`src/inc/omcs_defs.svh`:
```
/*
  Constants of the oscillator mode and clock select block: clock rates,
  source rates, register offsets, field positions and reset values.
  Assumes it is included by bare name after the package is compiled.
*/
// Function
// - PLL mode multiplies crystal by four, max 40 MHz
// - PLL enabled only in PLL crystal mode
// - No start-up delay in external clock modes
// - External clock mode drives clock/4 on out pin
// - External clock IO mode: out pin is port A bit 6
// - RC mode drives clock/4 on out pin
// - RC IO mode: out pin is port A bit 6
// - Fast source 8 MHz, postscaled 125 kHz to 4 MHz
// - Fast source on for 125 kHz to 8 MHz selection
// - Slow source nominal 31 kHz from internal block
// - Slow source on for internal clock or features
// - Frequency select picks fast, slow or postscaled source
// - Internal clock-out mode: clock/4 out, in pin IO
// - Internal all-IO mode: both pins are port A IO
// - Eight frequency choices; change acts immediately
`ifndef OMCS_DEFS_SVH
`define OMCS_DEFS_SVH

// ****************************************
// Rates
// ****************************************
`define OMCS_CLK_PERIOD_PS 8000
`define OMCS_CLK_HZ        125000000
`define OMCS_FAST_HZ       8000000
`define OMCS_SLOW_HZ       31250
`define OMCS_PLL_MAX_MHZ   40
`define OMCS_XTAL_MAX_MHZ  10
`define OMCS_PLL_MIN_PS    (1000000 / `OMCS_PLL_MAX_MHZ)
`define OMCS_PLL_MIN_CYC   ((`OMCS_PLL_MIN_PS + `OMCS_CLK_PERIOD_PS - 1) / `OMCS_CLK_PERIOD_PS)
`define OMCS_OST_EDGES     1024

// ****************************************
// Register map
// ****************************************
`define OMCS_ADDR_CFG      8'h00
`define OMCS_ADDR_CTRL     8'h04
`define OMCS_ADDR_STAT     8'h08
`define OMCS_ADDR_FEAT     8'h0C
`define OMCS_ADDR_PORTA    8'h10
`define OMCS_ADDR_TRIS     8'h14
`define OMCS_CFG_RESET     4'h7
`define OMCS_IFS_RESET     3'h0
`define OMCS_IFS_LSB       4
`define OMCS_FEAT_RESET    4'h0
`define OMCS_IO6_BIT       6
`define OMCS_IO7_BIT       7

`endif

```
`src/inc/omcs_pkg.sv`:
```
/*
  Types of the oscillator mode and clock select block.
  Assumes nothing beyond a SystemVerilog compiler.
*/
package omcs_pkg;

  // ****************************************
  // Oscillator modes
  // ****************************************
  typedef enum logic [3:0] {
    low_power_crystal_mode     = 4'b0000,
    crystal_mode               = 4'b0001,
    high_speed_crystal_mode    = 4'b0010,
    pll_crystal_mode           = 4'b0011,
    resistor_capacitor_mode    = 4'b0100,
    resistor_capacitor_io_mode = 4'b0101,
    internal_clock_out_mode    = 4'b0110,
    internal_all_io_mode       = 4'b0111,
    external_clock_mode        = 4'b1000,
    external_clock_io_mode     = 4'b1001
  } omcs_mode_t;

  // ****************************************
  // Pin drive
  // ****************************************
  typedef struct packed {
    logic o;
    logic oe;
  } omcs_pin_t;

  // ****************************************
  // Source enables
  // ****************************************
  typedef struct packed {
    logic pll;
    logic fast;
    logic slow;
    logic ready;
  } omcs_src_t;

endpackage : omcs_pkg

```
`src/rtl/omcs_tick_gen.sv`:
```
/*
  Fractional tick generator: one pulse per period of OUT_HZ, counted
  exactly from CLK_HZ by a modulo accumulator.
  Assumes OUT_HZ is below CLK_HZ and rst_n is synchronous to clk.
*/
`timescale 1ns/1ps
module omcs_tick_gen #(
  parameter int unsigned CLK_HZ = 125000000,
  parameter int unsigned OUT_HZ = 8000000
) (
  // Clock and reset
  input  wire logic clk,
  input  wire logic rst_n,
  // Control
  input  wire logic en,
  // Output
  output logic      tick
);

  logic [31:0] acc_r;
  logic [31:0] acc_nxt;
  logic        tick_r;
  logic [31:0] sum;
  logic        wrap;

  // Exact average rate, jitter of one clk period
  assign sum     = acc_r + OUT_HZ;
  assign wrap    = (sum >= CLK_HZ);
  assign acc_nxt = wrap ? (sum - CLK_HZ) : sum;
  assign tick    = tick_r;

  always_ff @(posedge clk or negedge rst_n) begin
    if (!rst_n) begin
      acc_r  <= 32'h0000_0000;
      tick_r <= 1'b0;
    end else begin
      acc_r  <= en ? acc_nxt : 32'h0000_0000;
      tick_r <= en & wrap;
    end
  end

endmodule : omcs_tick_gen

```
`src/rtl/omcs_top.sv`:
```
/*
  Oscillator mode and clock select block: decodes the oscillator mode,
  runs the PLL, start-up timer and internal sources, gives one system
  clock tick per oscillator period (four in PLL mode) and steers the two oscillator pins.
  Assumes pin inputs are synchronous to clk and an Avalon-MM master.
*/
// Chosen here: register access over Avalon-MM and the register offsets.
`timescale 1ns/1ps
`include "omcs_defs.svh"
module omcs_top #(
  parameter int unsigned OST_EDGES = `OMCS_OST_EDGES,
  parameter int unsigned CLK_HZ    = `OMCS_CLK_HZ,
  parameter int unsigned FAST_HZ   = `OMCS_FAST_HZ,
  parameter int unsigned SLOW_HZ   = `OMCS_SLOW_HZ
) (
  // Clock and reset
  input  wire logic                clk,
  input  wire logic                nrst,
  // Avalon-MM slave
  input  wire logic [7:0]          address,
  input  wire logic                read,
  input  wire logic                write,
  input  wire logic [31:0]         writedata,
  output logic      [31:0]         readdata,
  output logic                     waitrequest,
  // Oscillator pins
  input  wire logic                osc_in_pin_i,
  output omcs_pkg::omcs_pin_t      osc_in_pin_drv,
  input  wire logic                osc_out_pin_i,
  output omcs_pkg::omcs_pin_t      osc_out_pin_drv,
  // Core side
  input  wire logic                sleep_req,
  output logic                     sys_clk_tick,
  output omcs_pkg::omcs_src_t      src_status
);

  // ****************************************
  // Reset release
  // ****************************************
  logic rst_meta_r;
  logic rst_n_r;

  always_ff @(posedge clk or negedge nrst) begin
    if (!nrst) begin
      rst_meta_r <= 1'b0;
      rst_n_r    <= 1'b0;
    end else begin
      rst_meta_r <= 1'b1;
      rst_n_r    <= rst_meta_r;
    end
  end

  // ****************************************
  // Registers
  // ****************************************
  logic [3:0]  cfg_r;
  logic [2:0]  ifs_r;
  logic [3:0]  feat_r;
  logic [1:0]  io_out_r;
  logic [1:0]  io_oe_r;
  logic        ack_r;
  logic [31:0] rdata_r;
  logic [31:0] rdata_nxt;

  wire req      = read | write;
  wire wr_take  = write & ack_r;
  wire sel_cfg  = (address == `OMCS_ADDR_CFG);
  wire sel_ctrl = (address == `OMCS_ADDR_CTRL);
  wire sel_stat = (address == `OMCS_ADDR_STAT);
  wire sel_feat = (address == `OMCS_ADDR_FEAT);
  wire sel_pa   = (address == `OMCS_ADDR_PORTA);
  wire sel_tris = (address == `OMCS_ADDR_TRIS);

  // One wait cycle: request seen, answer on the next edge
  assign waitrequest = req & ~ack_r;
  assign readdata    = rdata_r;

  // ****************************************
  // Mode decode
  // ****************************************
  omcs_pkg::omcs_mode_t mode;
  assign mode = omcs_pkg::omcs_mode_t'(cfg_r);

  wire m_lp    = (mode == omcs_pkg::low_power_crystal_mode);
  wire m_xt    = (mode == omcs_pkg::crystal_mode);
  wire m_hs    = (mode == omcs_pkg::high_speed_crystal_mode);
  wire m_pll   = (mode == omcs_pkg::pll_crystal_mode);
  wire m_rc    = (mode == omcs_pkg::resistor_capacitor_mode);
  wire m_resistor_capacitor_io_mode  = (mode == omcs_pkg::resistor_capacitor_io_mode);
  wire m_int1  = (mode == omcs_pkg::internal_clock_out_mode);
  wire m_ec    = (mode == omcs_pkg::external_clock_mode);
  wire m_external_clock_io_mode  = (mode == omcs_pkg::external_clock_io_mode);
  wire is_xtal = m_lp | m_xt | m_hs | m_pll;
  wire is_rc   = m_rc | m_resistor_capacitor_io_mode;
  wire is_ec   = m_ec | m_external_clock_io_mode;
  // Unused codes fall back to internal all-IO: pins stay safe
  wire is_int  = ~is_xtal & ~is_rc & ~is_ec;
  wire clkout  = m_ec | m_rc | m_int1;
  wire io6     = m_external_clock_io_mode | m_resistor_capacitor_io_mode | (is_int & ~m_int1);
  wire io7     = is_int;

  // ****************************************
  // External oscillator edge
  // ****************************************
  logic osc_in_d_r;
  wire  ext_edge = osc_in_pin_i & ~osc_in_d_r;

  always_ff @(posedge clk or negedge rst_n_r) begin
    if (!rst_n_r) begin
      osc_in_d_r <= 1'b0;
    end else begin
      osc_in_d_r <= osc_in_pin_i;
    end
  end

  // ****************************************
  // Times-four PLL
  // ****************************************
  localparam logic [15:0] PLL_MIN = 16'(`OMCS_PLL_MIN_CYC);
  logic [15:0] per_cnt_r;
  logic [15:0] per_r;
  logic [15:0] sub_r;
  logic [1:0]  ph_r;
  logic [15:0] gap_r;

  wire        pll_en  = m_pll;
  wire [15:0] quarter = per_r >> 2;
  // Clamp keeps the multiplied clock at or below its ceiling
  wire [15:0] q_lim   = (quarter < PLL_MIN) ? PLL_MIN : quarter;
  wire        sub_hit = (sub_r == q_lim - 16'h0001) && (ph_r != 2'h3);
  wire        pll_room = (gap_r >= PLL_MIN - 16'h0001);
  wire        pll_tick = pll_en & (ext_edge | sub_hit) & pll_room;

  always_ff @(posedge clk or negedge rst_n_r) begin
    if (!rst_n_r) begin
      per_cnt_r <= 16'h0000;
      per_r     <= 16'hFFFF;
    end else if (!pll_en) begin
      per_cnt_r <= 16'h0000;
      per_r     <= 16'hFFFF;
    end else if (ext_edge) begin
      per_cnt_r <= 16'h0001;
      per_r     <= per_cnt_r;
    end else if (per_cnt_r != 16'hFFFF) begin
      per_cnt_r <= per_cnt_r + 16'h0001;
    end
  end

  // Restarted crystal shortens one period: drop a tick, never crowd
  always_ff @(posedge clk or negedge rst_n_r) begin
    if (!rst_n_r) begin
      gap_r <= 16'hFFFF;
    end else if (pll_tick) begin
      gap_r <= 16'h0000;
    end else if (gap_r != 16'hFFFF) begin
      gap_r <= gap_r + 16'h0001;
    end
  end

  // Four ticks per crystal period, re-aligned on every crystal edge
  always_ff @(posedge clk or negedge rst_n_r) begin
    if (!rst_n_r) begin
      sub_r <= 16'h0000;
      ph_r  <= 2'h0;
    end else if (!pll_en || ext_edge) begin
      sub_r <= 16'h0000;
      ph_r  <= 2'h0;
    end else if (sub_hit) begin
      sub_r <= 16'h0000;
      ph_r  <= ph_r + 2'h1;
    end else begin
      sub_r <= sub_r + 16'h0001;
    end
  end

  // ****************************************
  // Internal oscillator block
  // ****************************************
  logic fast_tick;
  logic slow_tick;
  logic [5:0] ps_r;

  wire fast_en = is_int & (ifs_r != 3'h0);
  wire slow_en = is_int | (|feat_r);

  omcs_tick_gen #(
    .CLK_HZ (CLK_HZ),
    .OUT_HZ (FAST_HZ)
  ) u_fast (
    .clk    (clk),
    .rst_n  (rst_n_r),
    .en     (fast_en),
    .tick   (fast_tick)
  );

  omcs_tick_gen #(
    .CLK_HZ (CLK_HZ),
    .OUT_HZ (SLOW_HZ)
  ) u_slow (
    .clk    (clk),
    .rst_n  (rst_n_r),
    .en     (slow_en),
    .tick   (slow_tick)
  );

  // Postscaler: select 1 divides by 64, select 6 by 2
  wire [2:0] ps_sh   = ifs_r - 3'h1;
  wire [5:0] ps_mask = 6'h3F >> ps_sh;
  wire       ps_hit  = fast_tick & (&(ps_r | ~ps_mask));

  always_ff @(posedge clk or negedge rst_n_r) begin
    if (!rst_n_r) begin
      ps_r <= 6'h00;
    end else if (fast_tick) begin
      ps_r <= ps_r + 6'h01;
    end
  end

  // Select acts on the very next tick, no re-sync
  wire int_tick = (ifs_r == 3'h0) ? slow_tick :
                  (ifs_r == 3'h7) ? fast_tick : ps_hit;

  // ****************************************
  // Start-up timer
  // ****************************************
  localparam logic [15:0] OST_LAST = 16'(OST_EDGES - 1);
  logic [15:0] ost_r;
  logic        ost_done_r;
  logic        sleep_d_r;

  wire sleep_exit = sleep_d_r & ~sleep_req;

  always_ff @(posedge clk or negedge rst_n_r) begin
    if (!rst_n_r) begin
      ost_r      <= 16'h0000;
      ost_done_r <= 1'b0;
      sleep_d_r  <= 1'b0;
    end else begin
      sleep_d_r <= sleep_req;
      if (sleep_exit || !is_xtal) begin
        ost_r      <= 16'h0000;
        ost_done_r <= 1'b0;
      end else if (ext_edge && !ost_done_r) begin
        ost_r      <= ost_r + 16'h0001;
        ost_done_r <= (ost_r == OST_LAST);
      end
    end
  end

  // External and RC clocks need no wait at reset or wake-up
  wire osc_ready = ~is_xtal | ost_done_r;

  // ****************************************
  // System clock tick
  // ****************************************
  wire src_tick = m_pll   ? pll_tick :
                  is_int  ? int_tick : ext_edge;

  assign sys_clk_tick = src_tick & osc_ready & ~sleep_req;

  // ****************************************
  // Clock divided by four
  // ****************************************
  logic [1:0] div_r;
  logic       clkout_r;
  logic       amp_r;

  // Counter bit 1 gives two ticks high, two low
  always_ff @(posedge clk or negedge rst_n_r) begin
    if (!rst_n_r) begin
      div_r    <= 2'h0;
      clkout_r <= 1'b0;
      amp_r    <= 1'b0;
    end else begin
      if (sys_clk_tick) begin
        div_r <= div_r + 2'h1;
      end
      clkout_r <= div_r[1];
      amp_r    <= ~osc_in_pin_i;
    end
  end

  // ****************************************
  // Pin steering
  // ****************************************
  wire out6_o  = clkout ? clkout_r : (is_xtal ? amp_r : io_out_r[0]);
  wire out6_oe = clkout | is_xtal | (io6 & io_oe_r[0]);

  assign osc_out_pin_drv.o  = out6_o;
  assign osc_out_pin_drv.oe = out6_oe;
  assign osc_in_pin_drv.o   = io_out_r[1];
  assign osc_in_pin_drv.oe  = io7 & io_oe_r[1];

  assign src_status.pll   = pll_en;
  assign src_status.fast  = fast_en;
  assign src_status.slow  = slow_en;
  assign src_status.ready = osc_ready;

  // ****************************************
  // Read mux
  // ****************************************
  wire [1:0] pa_in = {io7 & osc_in_pin_i, io6 & osc_out_pin_i};

  always_comb begin
    rdata_nxt = 32'h0000_0000;
    if (sel_cfg) begin
      rdata_nxt[3:0] = cfg_r;
    end else if (sel_ctrl) begin
      rdata_nxt[`OMCS_IFS_LSB +: 3] = ifs_r;
    end else if (sel_stat) begin
      rdata_nxt[7:0] = {4'h0, pll_en, fast_en, slow_en, osc_ready};
    end else if (sel_feat) begin
      rdata_nxt[3:0] = feat_r;
    end else if (sel_pa) begin
      rdata_nxt[`OMCS_IO7_BIT:`OMCS_IO6_BIT] = pa_in;
    end else if (sel_tris) begin
      rdata_nxt[`OMCS_IO7_BIT:`OMCS_IO6_BIT] = io_oe_r;
    end
  end

  // ****************************************
  // Bus handshake
  // ****************************************
  always_ff @(posedge clk or negedge rst_n_r) begin
    if (!rst_n_r) begin
      ack_r   <= 1'b0;
      rdata_r <= 32'h0000_0000;
    end else begin
      ack_r   <= req & ~ack_r;
      rdata_r <= (read & ~ack_r) ? rdata_nxt : rdata_r;
    end
  end

  // ****************************************
  // Register writes
  // ****************************************
  always_ff @(posedge clk or negedge rst_n_r) begin
    if (!rst_n_r) begin
      cfg_r  <= `OMCS_CFG_RESET;
      ifs_r  <= `OMCS_IFS_RESET;
      feat_r <= `OMCS_FEAT_RESET;
    end else if (wr_take) begin
      if (sel_cfg) begin
        cfg_r <= writedata[3:0];
      end
      if (sel_ctrl) begin
        ifs_r <= writedata[`OMCS_IFS_LSB +: 3];
      end
      if (sel_feat) begin
        feat_r <= writedata[3:0];
      end
    end
  end

  always_ff @(posedge clk or negedge rst_n_r) begin
    if (!rst_n_r) begin
      io_out_r <= 2'h0;
      io_oe_r  <= 2'h0;
    end else if (wr_take) begin
      if (sel_pa) begin
        io_out_r <= writedata[`OMCS_IO7_BIT:`OMCS_IO6_BIT];
      end
      if (sel_tris) begin
        io_oe_r <= writedata[`OMCS_IO7_BIT:`OMCS_IO6_BIT];
      end
    end
  end

endmodule : omcs_top
```
`config.mk`:
```
export PLATFORM = sky130hd
export DESIGN_NAME = omcs_top
export DESIGN_NICKNAME = d
export VERILOG_FILES = /design/src/inc/omcs_pkg.sv /design/src/rtl/omcs_tick_gen.sv /design/src/rtl/omcs_top.sv
export VERILOG_INCLUDE_DIRS = /design/src /design/src/inc
export SDC_FILE = /design/constraint.sdc
export NUM_CORES = 1
export LEC_CHECK = 0
export ABC_AREA = 1
export CAP_MARGIN = 0
export CORE_MARGIN = 5
export CORE_UTILIZATION = 54
export CTS_BUF_LIST = sky130_fd_sc_hd__clkbuf_4 sky130_fd_sc_hd__clkbuf_8 sky130_fd_sc_hd__clkbuf_16
export CTS_CLUSTER_SIZE = 25
export DETAILED_ROUTE_END_ITERATION = 10
export DONT_BUFFER_PORTS = 1
export GPL_ROUTABILITY_DRIVEN = 0
export GPL_TIMING_DRIVEN = 1
export HOLD_SLACK_MARGIN = 0.12
export PLACE_DENSITY = 0.71
export SETUP_SLACK_MARGIN = 0.15
export SYNTH_ARGS = -nofsm -noshare
export SYNTH_HDL_FRONTEND = slang
export SYNTH_SLANG_ARGS = --single-unit
```
`constraint.sdc`:
```
create_clock -name clk -period 6.6 [get_ports clk]
set_clock_uncertainty 0.15 [all_clocks]
set_input_delay 0.66 -clock clk [delete_from_list [all_inputs] [get_ports clk]]
set_output_delay 0.66 -clock clk [all_outputs]
set_load 0.005 [all_outputs]
```
==> results of run 1 <==
-- cells by family (layout without fill, tap and decap cells) --
family          count (synthesis)  after routing
other cells                     2             26
compound gates                200            200
buf+inv                       281            270
mux                             1              1
fa+ha+maj                      18             18
flops                         178            178
xor+xnor                       68             68
simple gates                  899            899
-- worst reg2reg max path: stages, from the launching register on --
cell,delay (ns)
dfrtp_1,0.42
nor2_1,0.16
inv_1,0.17
nor3_2,0.60
clkinv_1,0.72
nor2_1,0.80
inv_1,0.45
nor2_1,0.26
inv_1,0.08
nand2_1,0.11
nor2_1,0.07
o21ai_1,0.12
a21oi_1,0.05
-- synth_stat cells, types with 8 or more instances --
cell type and instances:
xor2_1 48, dfstp_2 33, a21oi_1 67, ha_1 18, xnor2_1 16, nand2_1 376, nor4_1 12, nand2_2 11
inv_2 13, clkbuf_1 9, nor2_1 236, inv_1 208, nor3_1 42, nand3_1 130, o21ai_1 8, nand4_1 50
buf_4 35, o21ai_0 74, nor2_2 10, dfrtp_1 145
-- through the flow --
stage | hold WS, ns | std cells | setup slack [ns] | cell area, um2
finish | 0.1844 | 1940 | 2.012 | 12520
global route | 0.1548 | 1939 | 1.675 | 12510
CTS | 0.1687 | 1939 | 2.016 | 12510
detailed placement | 0.1917 | 1904 | 2.459 | 11860
global placement | 0.1938 | 1904 | 2.513 | 11860
floorplan | 0.1812 | 1670 | 1.180 | 11820
-- power breakdown --
group | internal, uW | switching, uW | total, uW
Combinational | 64.6 | 161 | 225
Clock | 611 | 461 | 1070
Sequential | 1120 | 26.5 | 1140
-- final timing paths --
check                             start  slack (ns)                to  depth (start not counted)
setup / recovery               per_r[4]        2.01      sys_clk_tick                         19
hold / removal             osc_in_pin_i        0.18             amp_r                          1
min in group asynchronous          nrst        0.30           rst_n_r                          1
max in group asynchronous       rst_n_r        4.66  u_slow.acc_r[29]                          1
setup reg to reg               cfg_r[3]        2.33     per_cnt_r[13]                         12
hold reg to reg              rst_meta_r        0.21           rst_n_r                          0
-- registers in the layout (all words and copies together), names as in the netlist, 4 cells and up --
signal / count
per_r: 14
u_slow.acc_r: 31
feat_r: 4
gap_r: 16
ost_r: 16
per_cnt_r: 16
readdata: 8
u_fast.acc_r: 26
sub_r: 16
ps_r: 6
cfg_r: 4
-- layer usage --
layer	share of wire, %	GRT usage [%]	vias to the layer above
met2	48	39.18	212
li1	-	-	5283
met4	1.6	5.653	4
met5	0.14	0	-
met3	5.8	5.472	40
met1	45	30.61	4880
-- final cells by class --
cell class	count	area (um2)	area share, %
Clock buffer	18	439.2	3.509
Antenna cell	1	2.502	0.01999
Multi-Input combinational cell	1211	6105	48.78
Inverter	228	857.1	6.848
Timing Repair Buffer	10	82.58	0.6598
Clock inverter	14	180.2	1.440
Tap cell	280	350.3	2.799
Sequential cell	178	4499	35.95
==> impl_results.md, run 1 <==
- Tot GR Track Use: 23.30%
- Simple-gate area share of the yosys netlist: 33.92%
- Final setup fails: 0
- Max-slew headroom: 30.91%
- WS Path Type: flop to primary output
- Max Cap Viol: 0
- Synth Register Bits: 178
- Root buf cell: clkbuf_16
- Number of synthesis warnings: 0
- Synth top area cells: dfrtp_1 (31%), nand2_1 (12%), nor2_1 (7.6%)
- Critical Path Max Stage Delay: 0.52 ns
- CP Capture Type: primary output
- Critical path startpoint category: flop
- CTS tree: done
- Nets: 1,711
- XOR/XNOR Fraction of Synth Area: 5.333%
- Critical Path RT: 5.79 ns
- Post-cts repair resize count: 0
- Share of cells above drive strength 1: 8.318%
- Unrepaired setup endpoints after global routing: false
- Detailed Place HPWL: 21.11 mm
- Clock insertion delay at the later pin of the skew report: 0.44 ns
- CP Max Fanout: 10
- Global-route wire length before repair: 46.83 mm
- Syn avg cell area: 7.122 um2
- VDD IR-drop max: 0.0001767 V
- Adder-Cell Fraction of Synth Area: 1.920%
- IO Pins: 89
- Routed WL: 28.27 mm
- Total power: 2440 uW
- CTS Hold Bufs: 3
- CTS H-tree depth: 4
- Number of global-route vias before repair: 9,799
- Max Root-Sink Buffers: 2
- Outcome: finished, final reports clean
- Synth area leader: dfrtp_1
- DRT iter0 DRCs: 749
- Buf+Inv Stages, Crit Path: 4
- Final Util: 57.89%
- FMAX: 217.9 MHz
- Largest net degree at the start of global routing: 77
- Total CTS buffers: 17
- CP Cell Sequence: clkinv_1 > nand2_1 > nor2_1 > a21oi_1 > inv_1 > ha_1 > nand2_1 > inv_1 > nor3_1 > nand2_1 > nor2_1 > nand4_1 > nor3_1 > nand3_1 > o21bai_4 > nand2_4 > nand2_2 > nand3_1 > inv_1
- EDFF count, synth: 0
- Overflow after GRT: 0
- Clock Sinks: 178
- Die ar.: 24,770 um2
- Sequential cell area fraction in the yosys report: 38.33%
- Clock slew at reported path FFs: 0.07 ns
- Vias per Instance: 5.371
- Largest family of logic cells by synthesized area: simple AND/OR/NAND/NOR gates
- Initial antenna violation count: 3
- Fillers: 2,051
- Complex-gate fraction of the synthesized area: 9.973%
- Worst-Margin Slew: 1.036 ns
- Worst EP arrival: 3.78 ns
- Async SR Flop Fraction: 100.0%
- DR DRC count: 0
- Primary FF master, synth: dfrtp_1
- Area delta synth->final: 6.699%
- IO Port Bufs: 0
- Setup TNS Final: 0 ns
- Final ANT Viol Nets: 0
- Post-synthesis mux area share: 0.09600%
- Routed vias: 10,420
- Avg WL per Cell: 14.57 um
- Static Leak: 0.005971 uW
- Top-area cell type share of the netlist area: 30.93%
- Commonest non-fill, non-tap cell in the layout: nand2_1
- Row cnt: 54
- Most frequent cells in the layout: nand2_1 (376), nor2_1 (236), inv_1 (208), dfrtp_1 (144), nand3_1 (130)
- Pwr/cell area: 194.9 nW/um2
- First-pass iteration count of the detailed router: 6
- Slowest stage cell on the critical path: dfstp_2
- Initial Util: 54.25%
- Part of the cycle the worst path needs: 69.52%
- Die Ht: 157.4 um
- Core Region: 21,620 um2
- Syn Std Cell Area: 11,730 um2
- Synth unique cells: 65
- Final hold vios: 0
- Post-CTS setup repair buffer count: 0
- Hold Crit Class: input port to flop
- Min Tclk post-route: 4.588 ns
- Post-Synthesis Cells: 1,647
- Critical path's top delay family: simple AND/OR/NAND/NOR gates
- Die W: 157.4 um
- Max Slew Vio Count: 0
No activity file was read; power rests on OpenSTA's default activity.
==> run 2: changes to the inputs <==
- PLACE_DENSITY: 0.71 -> 0.74
- clock period: 6.6 -> 3.8 ns (I/O delays scaled with it)
==> run 2 against run 1 <==
Net effect: non-clock buffer count up 45; global-route usage grew 0.11 points; sequential cell count unchanged; hold slack worse by 0.0043 ns; critical path depth is 2 lower; power rose by 75%; die area stayed put; via count up 2.9%; highest routed layer is now met4.
==> impl_results.md, run 2 (synthesis results as in run 1) <==
- Number of global-route vias before repair: 10,320
- Overflow after GRT: 0
- Critical path startpoint category: flop
- IO Port Bufs: 0
- Critical Path Max Stage Delay: 0.37 ns
- Pwr/cell area: 327.4 nW/um2
- WS Path Type: flop to primary output
- Vias per Instance: 5.399
- Final hold vios: 0
- Die ar.: 24,770 um2
- Initial Util: 54.25%
- Setup WS pre-CTS: 0.3464 ns
- Largest net degree at the start of global routing: 61
- FF-to-FF setup slack: 0.51 ns
- Routed vias: 10,720
- Total power: 4258 uW
- Tot GR Track Use: 23.42%
- Slowest stage cell on the critical path: dfstp_2
- First-pass iteration count of the detailed router: 7
- Hold path depth: 4
- Routed WL: 28.21 mm
- Nets: 1,756
- CP Max Fanout: 6
- Global-route wire length before repair: 47.51 mm
- Min Tclk post-route: 3.543 ns
- CP Cell Sequence: nor2_2 > nand2_2 > nor2_4 > nand2_2 > nand2_1 > ha_4 > inv_1 > o21a_1 > nor2_1 > nand3_1 > nor3_2 > nand3_2 > o21bai_4 > nand2_4 > nand2_4 > nand3_4 > inv_2
- Area delta synth->final: 10.88%
- Hold EP: readdata[4]
- Top reg by flops: u_slow.acc_r
- Clock Sinks: 178
- DR DRC count: 0
- Most frequent cells in the layout: nand2_1 (372), nor2_1 (230), inv_1 (204), dfrtp_1 (144), nand3_1 (128)
- Final setup fails: 0
- Worst r2r src: u_fast.acc_r[9]
- Max-slew headroom: 37.57%
- Critical path's top delay family: simple AND/OR/NAND/NOR gates
- Part of the cycle the worst path needs: 93.25%
- DRT iter0 DRCs: 745
- Core Region: 21,620 um2
- Commonest non-fill, non-tap cell in the layout: nand2_1
- Static Leak: 0.006205 uW
- Largest regs: u_slow.acc_r (31), u_fast.acc_r (26)
- Share of cells above drive strength 1: 11.15%
- Setup TNS Final: 0 ns
- Clock insertion delay at the later pin of the skew report: 0.43 ns
- Worst Slack Setup Final: 0.2566 ns
- Unrepaired setup endpoints after global routing: true
- Max Root-Sink Buffers: 2
- Worst-Margin Slew: 0.9280 ns
- Row cnt: 54
- CTS tree: done
- Hold Crit Class: input port to flop
- Initial antenna violation count: 0
- Final ANT Viol Nets: 0
- Outcome: finished, final reports clean
- Die W: 157.4 um
- Max reg flops: 31
- Root buf cell: clkbuf_16
- Worst r2r dst: u_fast.acc_r[8]
- Die Ht: 157.4 um
- Avg WL per Cell: 14.21 um
- Buf+Inv Stages, Crit Path: 2
- CP Capture Type: primary output
- Hold Path Origin: read
- Clock slew at reported path FFs: 0.07 ns
- IO Pins: 89
- FMAX: 282.2 MHz
- Worst EP arrival: 3.01 ns
- CTS H-tree depth: 4
- Detailed Place HPWL: 20.34 mm
- VDD IR-drop max: 0.0002531 V
- Total CTS buffers: 17
- Max Slew Vio Count: 0
- Critical Path RT: 3.27 ns
- Max Cap Viol: 0
- Worst Reg2Reg Path Length in Cells: 16
[run 2: cell types whose count changed in the layout (fill, tap and decap cells not counted), moves of 4 or more]
cell           delta
buf_4            +29
dlygate4sd3_1    +15
inv_1             -4
inv_2             +4
nand2_1           -4
nor2_1            -6
nor2_2            +4
[run 2: area by class of cell]
class                   count  area, um2
clock buffers              17      425.4
clock inverters            15      197.7
multi-input cells        1211       6201
diodes                      1      2.502
flip-flops and latches    178       4499
repair buffers             55      470.5
fillers                  1935       8615
well taps                 280      350.3
inverters                 228      859.6
[run 2: power by group]
part | total (uW) | leakage (uW) | switching (uW) | internal [uW]
Combinational | 420 | 0.00356 | 292 | 127
Clock | 1860 | 0.000299 | 801 | 1060
Sequential | 1980 | 0.00234 | 42.5 | 1940
[run 2: worst reg2reg max path: cells and delay by family (launching register included)]
family / cells / cell delay (ns)
AND/OR/NAND/NOR: 13 / 1.79
flip-flops: 1 / 0.46
XOR/XNOR: 1 / 0.36
adder cells (fa/ha/maj): 1 / 0.27
AO/OA/AOI/OAI: 1 / 0.21
[run 2: metal layers]
metal / track usage (%) / part of all wire (%) / vias up
met3: 4.977 / 6.9 / 51
met1: 31.95 / 45 / 4953
met4: 8.357 / 2.7 / 0
li1: - / - / 5385
met5: 0 / 0 / -
met2: 37.04 / 45 / 328
[run 2: worst max path at each step]
stage / startpoint / end / slack [ns] / cells past startpoint
floorplan: per_r[4] / sys_clk_tick / 0.58 / 19
finish: per_r[12] / sys_clk_tick / 0.26 / 17
global placement: per_r[10] / sys_clk_tick / 0.36 / 19
detailed placement: per_r[10] / sys_clk_tick / 0.35 / 19
global route: per_r[9] / sys_clk_tick / 0.06 / 19
CTS: per_r[15] / sys_clk_tick / 0.15 / 19
[run 2: per-stage QoR]
stage               instance area (um2)  hold slack, ns  utilization, %  std cells
floorplan                         11820        -0.06559               -       1670
global placement                  11950        -0.06551           55.25       1913
detailed placement                11950        -0.06550           55.25       1913
CTS                               12930          0.1538           59.81       1981
global route                      13000          0.1841           60.14       1984
finish                            13010          0.1801           60.16       1985
[run 2: repair_timing]
action                                  4_1_cts  5_1_grt
pin swaps                                    12       12
gates resized for setup                      13       15
setup buffers                                18        3
hold buffers                                 18        0
hold endpoints to repair                     27        0
endpoints found under the setup margin        1        2
==> run 3: changes to the inputs <==
- CORE_ASPECT_RATIO: unset -> 0.7
==> run 3 against run 2 <==
Net effect: clock-buffer cell count is the same; via count up 1.3%; wire length is 3.4% higher; hold slack got worse by 0.024 ns; critical endpoint unchanged; highest routed layer unchanged.
==> impl_results.md, run 3 (synthesis results as in run 1) <==
- Outcome: finished, final reports clean
- Largest net degree at the start of global routing: 75
- Setup TNS Final: 0 ns
- Antenna cells: 0
- Number of global-route vias before repair: 9,811
- Row cnt: 45
- Share of cells above drive strength 1: 10.77%
- IO Port Bufs: 0
- IO Pins: 89
- Final hold vios: 0
- Top reg by flops: u_slow.acc_r
- Commonest non-fill, non-tap cell in the layout: nand2_1
- Part of the power in registers: 44.8%
- Most frequent cells in the layout: nand2_1 (372), nor2_1 (230), inv_1 (204), dfrtp_1 (144), nand3_1 (128)
- P_sw: 1156 uW
- Logic pwr share: 9.6%
- Clock power share: 45.5%
- Hold Crit Class: flop to asynchronous set/reset pin
- WS Path Type: flop to primary output
- Worst Slack Setup Final: 0.1942 ns
- Worst-Margin Slew: 0.7709 ns
- Die Ht: 133.3 um
- CTS H-tree depth: 4
- Capture point of the critical path: sys_clk_tick
- Core Region: 21,510 um2
- Fillers: 1,934
- Critical Path RT: 3.27 ns
- First-pass iteration count of the detailed router: 6
- Pwr/cell area: 339.2 nW/um2
- Critical path startpoint category: flop
- Min Tclk post-route: 3.606 ns
- Largest regs: u_slow.acc_r (31), u_fast.acc_r (26)
- Vias per Instance: 5.483
- Final ANT Viol Nets: 0
- Worst Reg2Reg Path Length in Cells: 20
- Clock insertion delay at the later pin of the skew report: 0.44 ns
- CP Max Fanout: 4
- DR DRC count: 0
- VDD IR-drop max: 0.0003408 V
- Static Leak: 0.006204 uW
- Worst r2r dst: u_slow.acc_r[6]
- Setup WS pre-CTS: 0.3671 ns
- M1 GR Usage: 36.16%
- Max Cap Viol: 0
- Clock Sinks: 178
- Initial antenna violation count: 0
- Part of the cycle the worst path needs: 94.89%
- Routed vias: 10,860
- DRT iter0 DRCs: 1,083
- Area delta synth->final: 10.87%
- Die ar.: 24,820 um2
- FMAX: 277.3 MHz
- CP Capture Type: primary output
- Max reg flops: 31
- Layer with the highest usage: met1
- Max Root-Sink Buffers: 2
- Total CTS buffers: 17
- Overflow after GRT: 0
- Avg WL per Cell: 14.72 um
- Tot GR Track Use: 23.65%
- Sw frac: 26.21%
- Max-slew headroom: 48.48%
- Crit path from: per_r[9]
- Worst EP arrival: 3.08 ns
- Nets: 1,751
- Die W: 186.2 um
- Unrepaired setup endpoints after global routing: true
- Int Power: 3255 uW
- CTS tree: done
- Max Slew Vio Count: 0
- Final setup fails: 0
- Routed WL: 29.17 mm
- Root buf cell: clkbuf_16
- Met2 GRT Util: 34.96%
- FF-to-FF setup slack: 0.46 ns
- M3 GR Usage: 4.503%
- Detailed Place HPWL: 21.13 mm
- Initial Util: 54.54%
- Final Util: 60.47%
- Global-route wire length before repair: 48.23 mm
- Clock slew at reported path FFs: 0.07 ns
- Worst r2r src: u_slow.acc_r[1]
-- run 3: cell types whose count changed in the layout (fill, tap and decap cells not counted), moves of 2 or more --
cell / before / now
buf_4: 36 / 31
clkinv_4: 4 / 1
bufinv_16: 3 / 5
clkinvlp_4: 2 / 0
inv_6: 4 / 6
-- run 3: power by group through the flow --
| stage | logic [uW] | registers, uW | clock network (uW) |
|---|---|---|---|
| finish | 425 | 1980 | 2010 |
| global route | 482 | 1980 | 2130 |
| CTS | 420 | 1980 | 2040 |
| detailed placement | 397 | 2010 | 0 |
| global placement | 388 | 2010 | 0 |
| floorplan | 307 | 2020 | 0 |
-- run 3: critical path, stage by stage, from the launching register on --
cell      delay, ns
dfstp_2        0.56
nor2_4         0.05
nand2_4        0.09
nor2_4         0.05
a21oi_2        0.17
inv_2          0.07
ha_4           0.22
nand2_2        0.06
inv_2          0.04
nor3_2         0.18
nand2_1        0.06
nor2_1         0.10
nand4_1        0.10
nor3_2         0.24
nand3_2        0.12
o21bai_4       0.16
nand2_4        0.09
nand2_4        0.11
nand3_4        0.09
inv_2          0.07
-- run 3: routing by layer --
metal	vias up	part of all wire, %	wire length (um)
met4	0	1.5	425
met5	-	0	0
li1	5385	-	-
met2	387	44	12690
met1	5051	48	13880
met3	38	7.5	2177
-- run 3: stage by stage --
stage	std cells	cell area [um2]	hold slack (ns)	power, uW
finish	1981	13010	0.1559	4411
global route	1981	13010	0.1977	4591
CTS	1977	12910	0.1413	4438
detailed placement	1916	11950	-0.06549	2409
global placement	1916	11950	-0.06550	2399
floorplan	1670	11820	-0.06559	2328
-- run 3: final cells by class --
| class | count | area, um2 | area share (%) |
|---|---|---|---|
| Clock inverter | 15 | 239.0 | 1.838 |
| Timing Repair Buffer | 50 | 432.9 | 3.329 |
| Tap cell | 282 | 352.8 | 2.713 |
| Multi-Input combinational cell | 1211 | 6198 | 47.66 |
| Clock buffer | 17 | 425.4 | 3.271 |
| Inverter | 228 | 857.1 | 6.590 |
| Sequential cell | 178 | 4499 | 34.60 |
-- run 3: worst min-delay path by stage --
stage / start / to / depth (start not counted)
floorplan: nrst / rst_meta_r / 0
global placement: nrst / rst_meta_r / 0
detailed placement: nrst / rst_meta_r / 0
CTS: address[6] / ifs_r[0] / 3
global route: address[6] / ifs_r[2] / 3
finish: rst_n_r / u_fast.acc_r[24] / 0
-- run 3: repair_timing --
item,4_1_cts,5_1_grt
pin swaps,6,13
endpoints found under the hold margin,27,0
hold buffers,18,0
setup endpoints to repair,1,1
gates resized for setup,8,19
buffers inserted,11,4
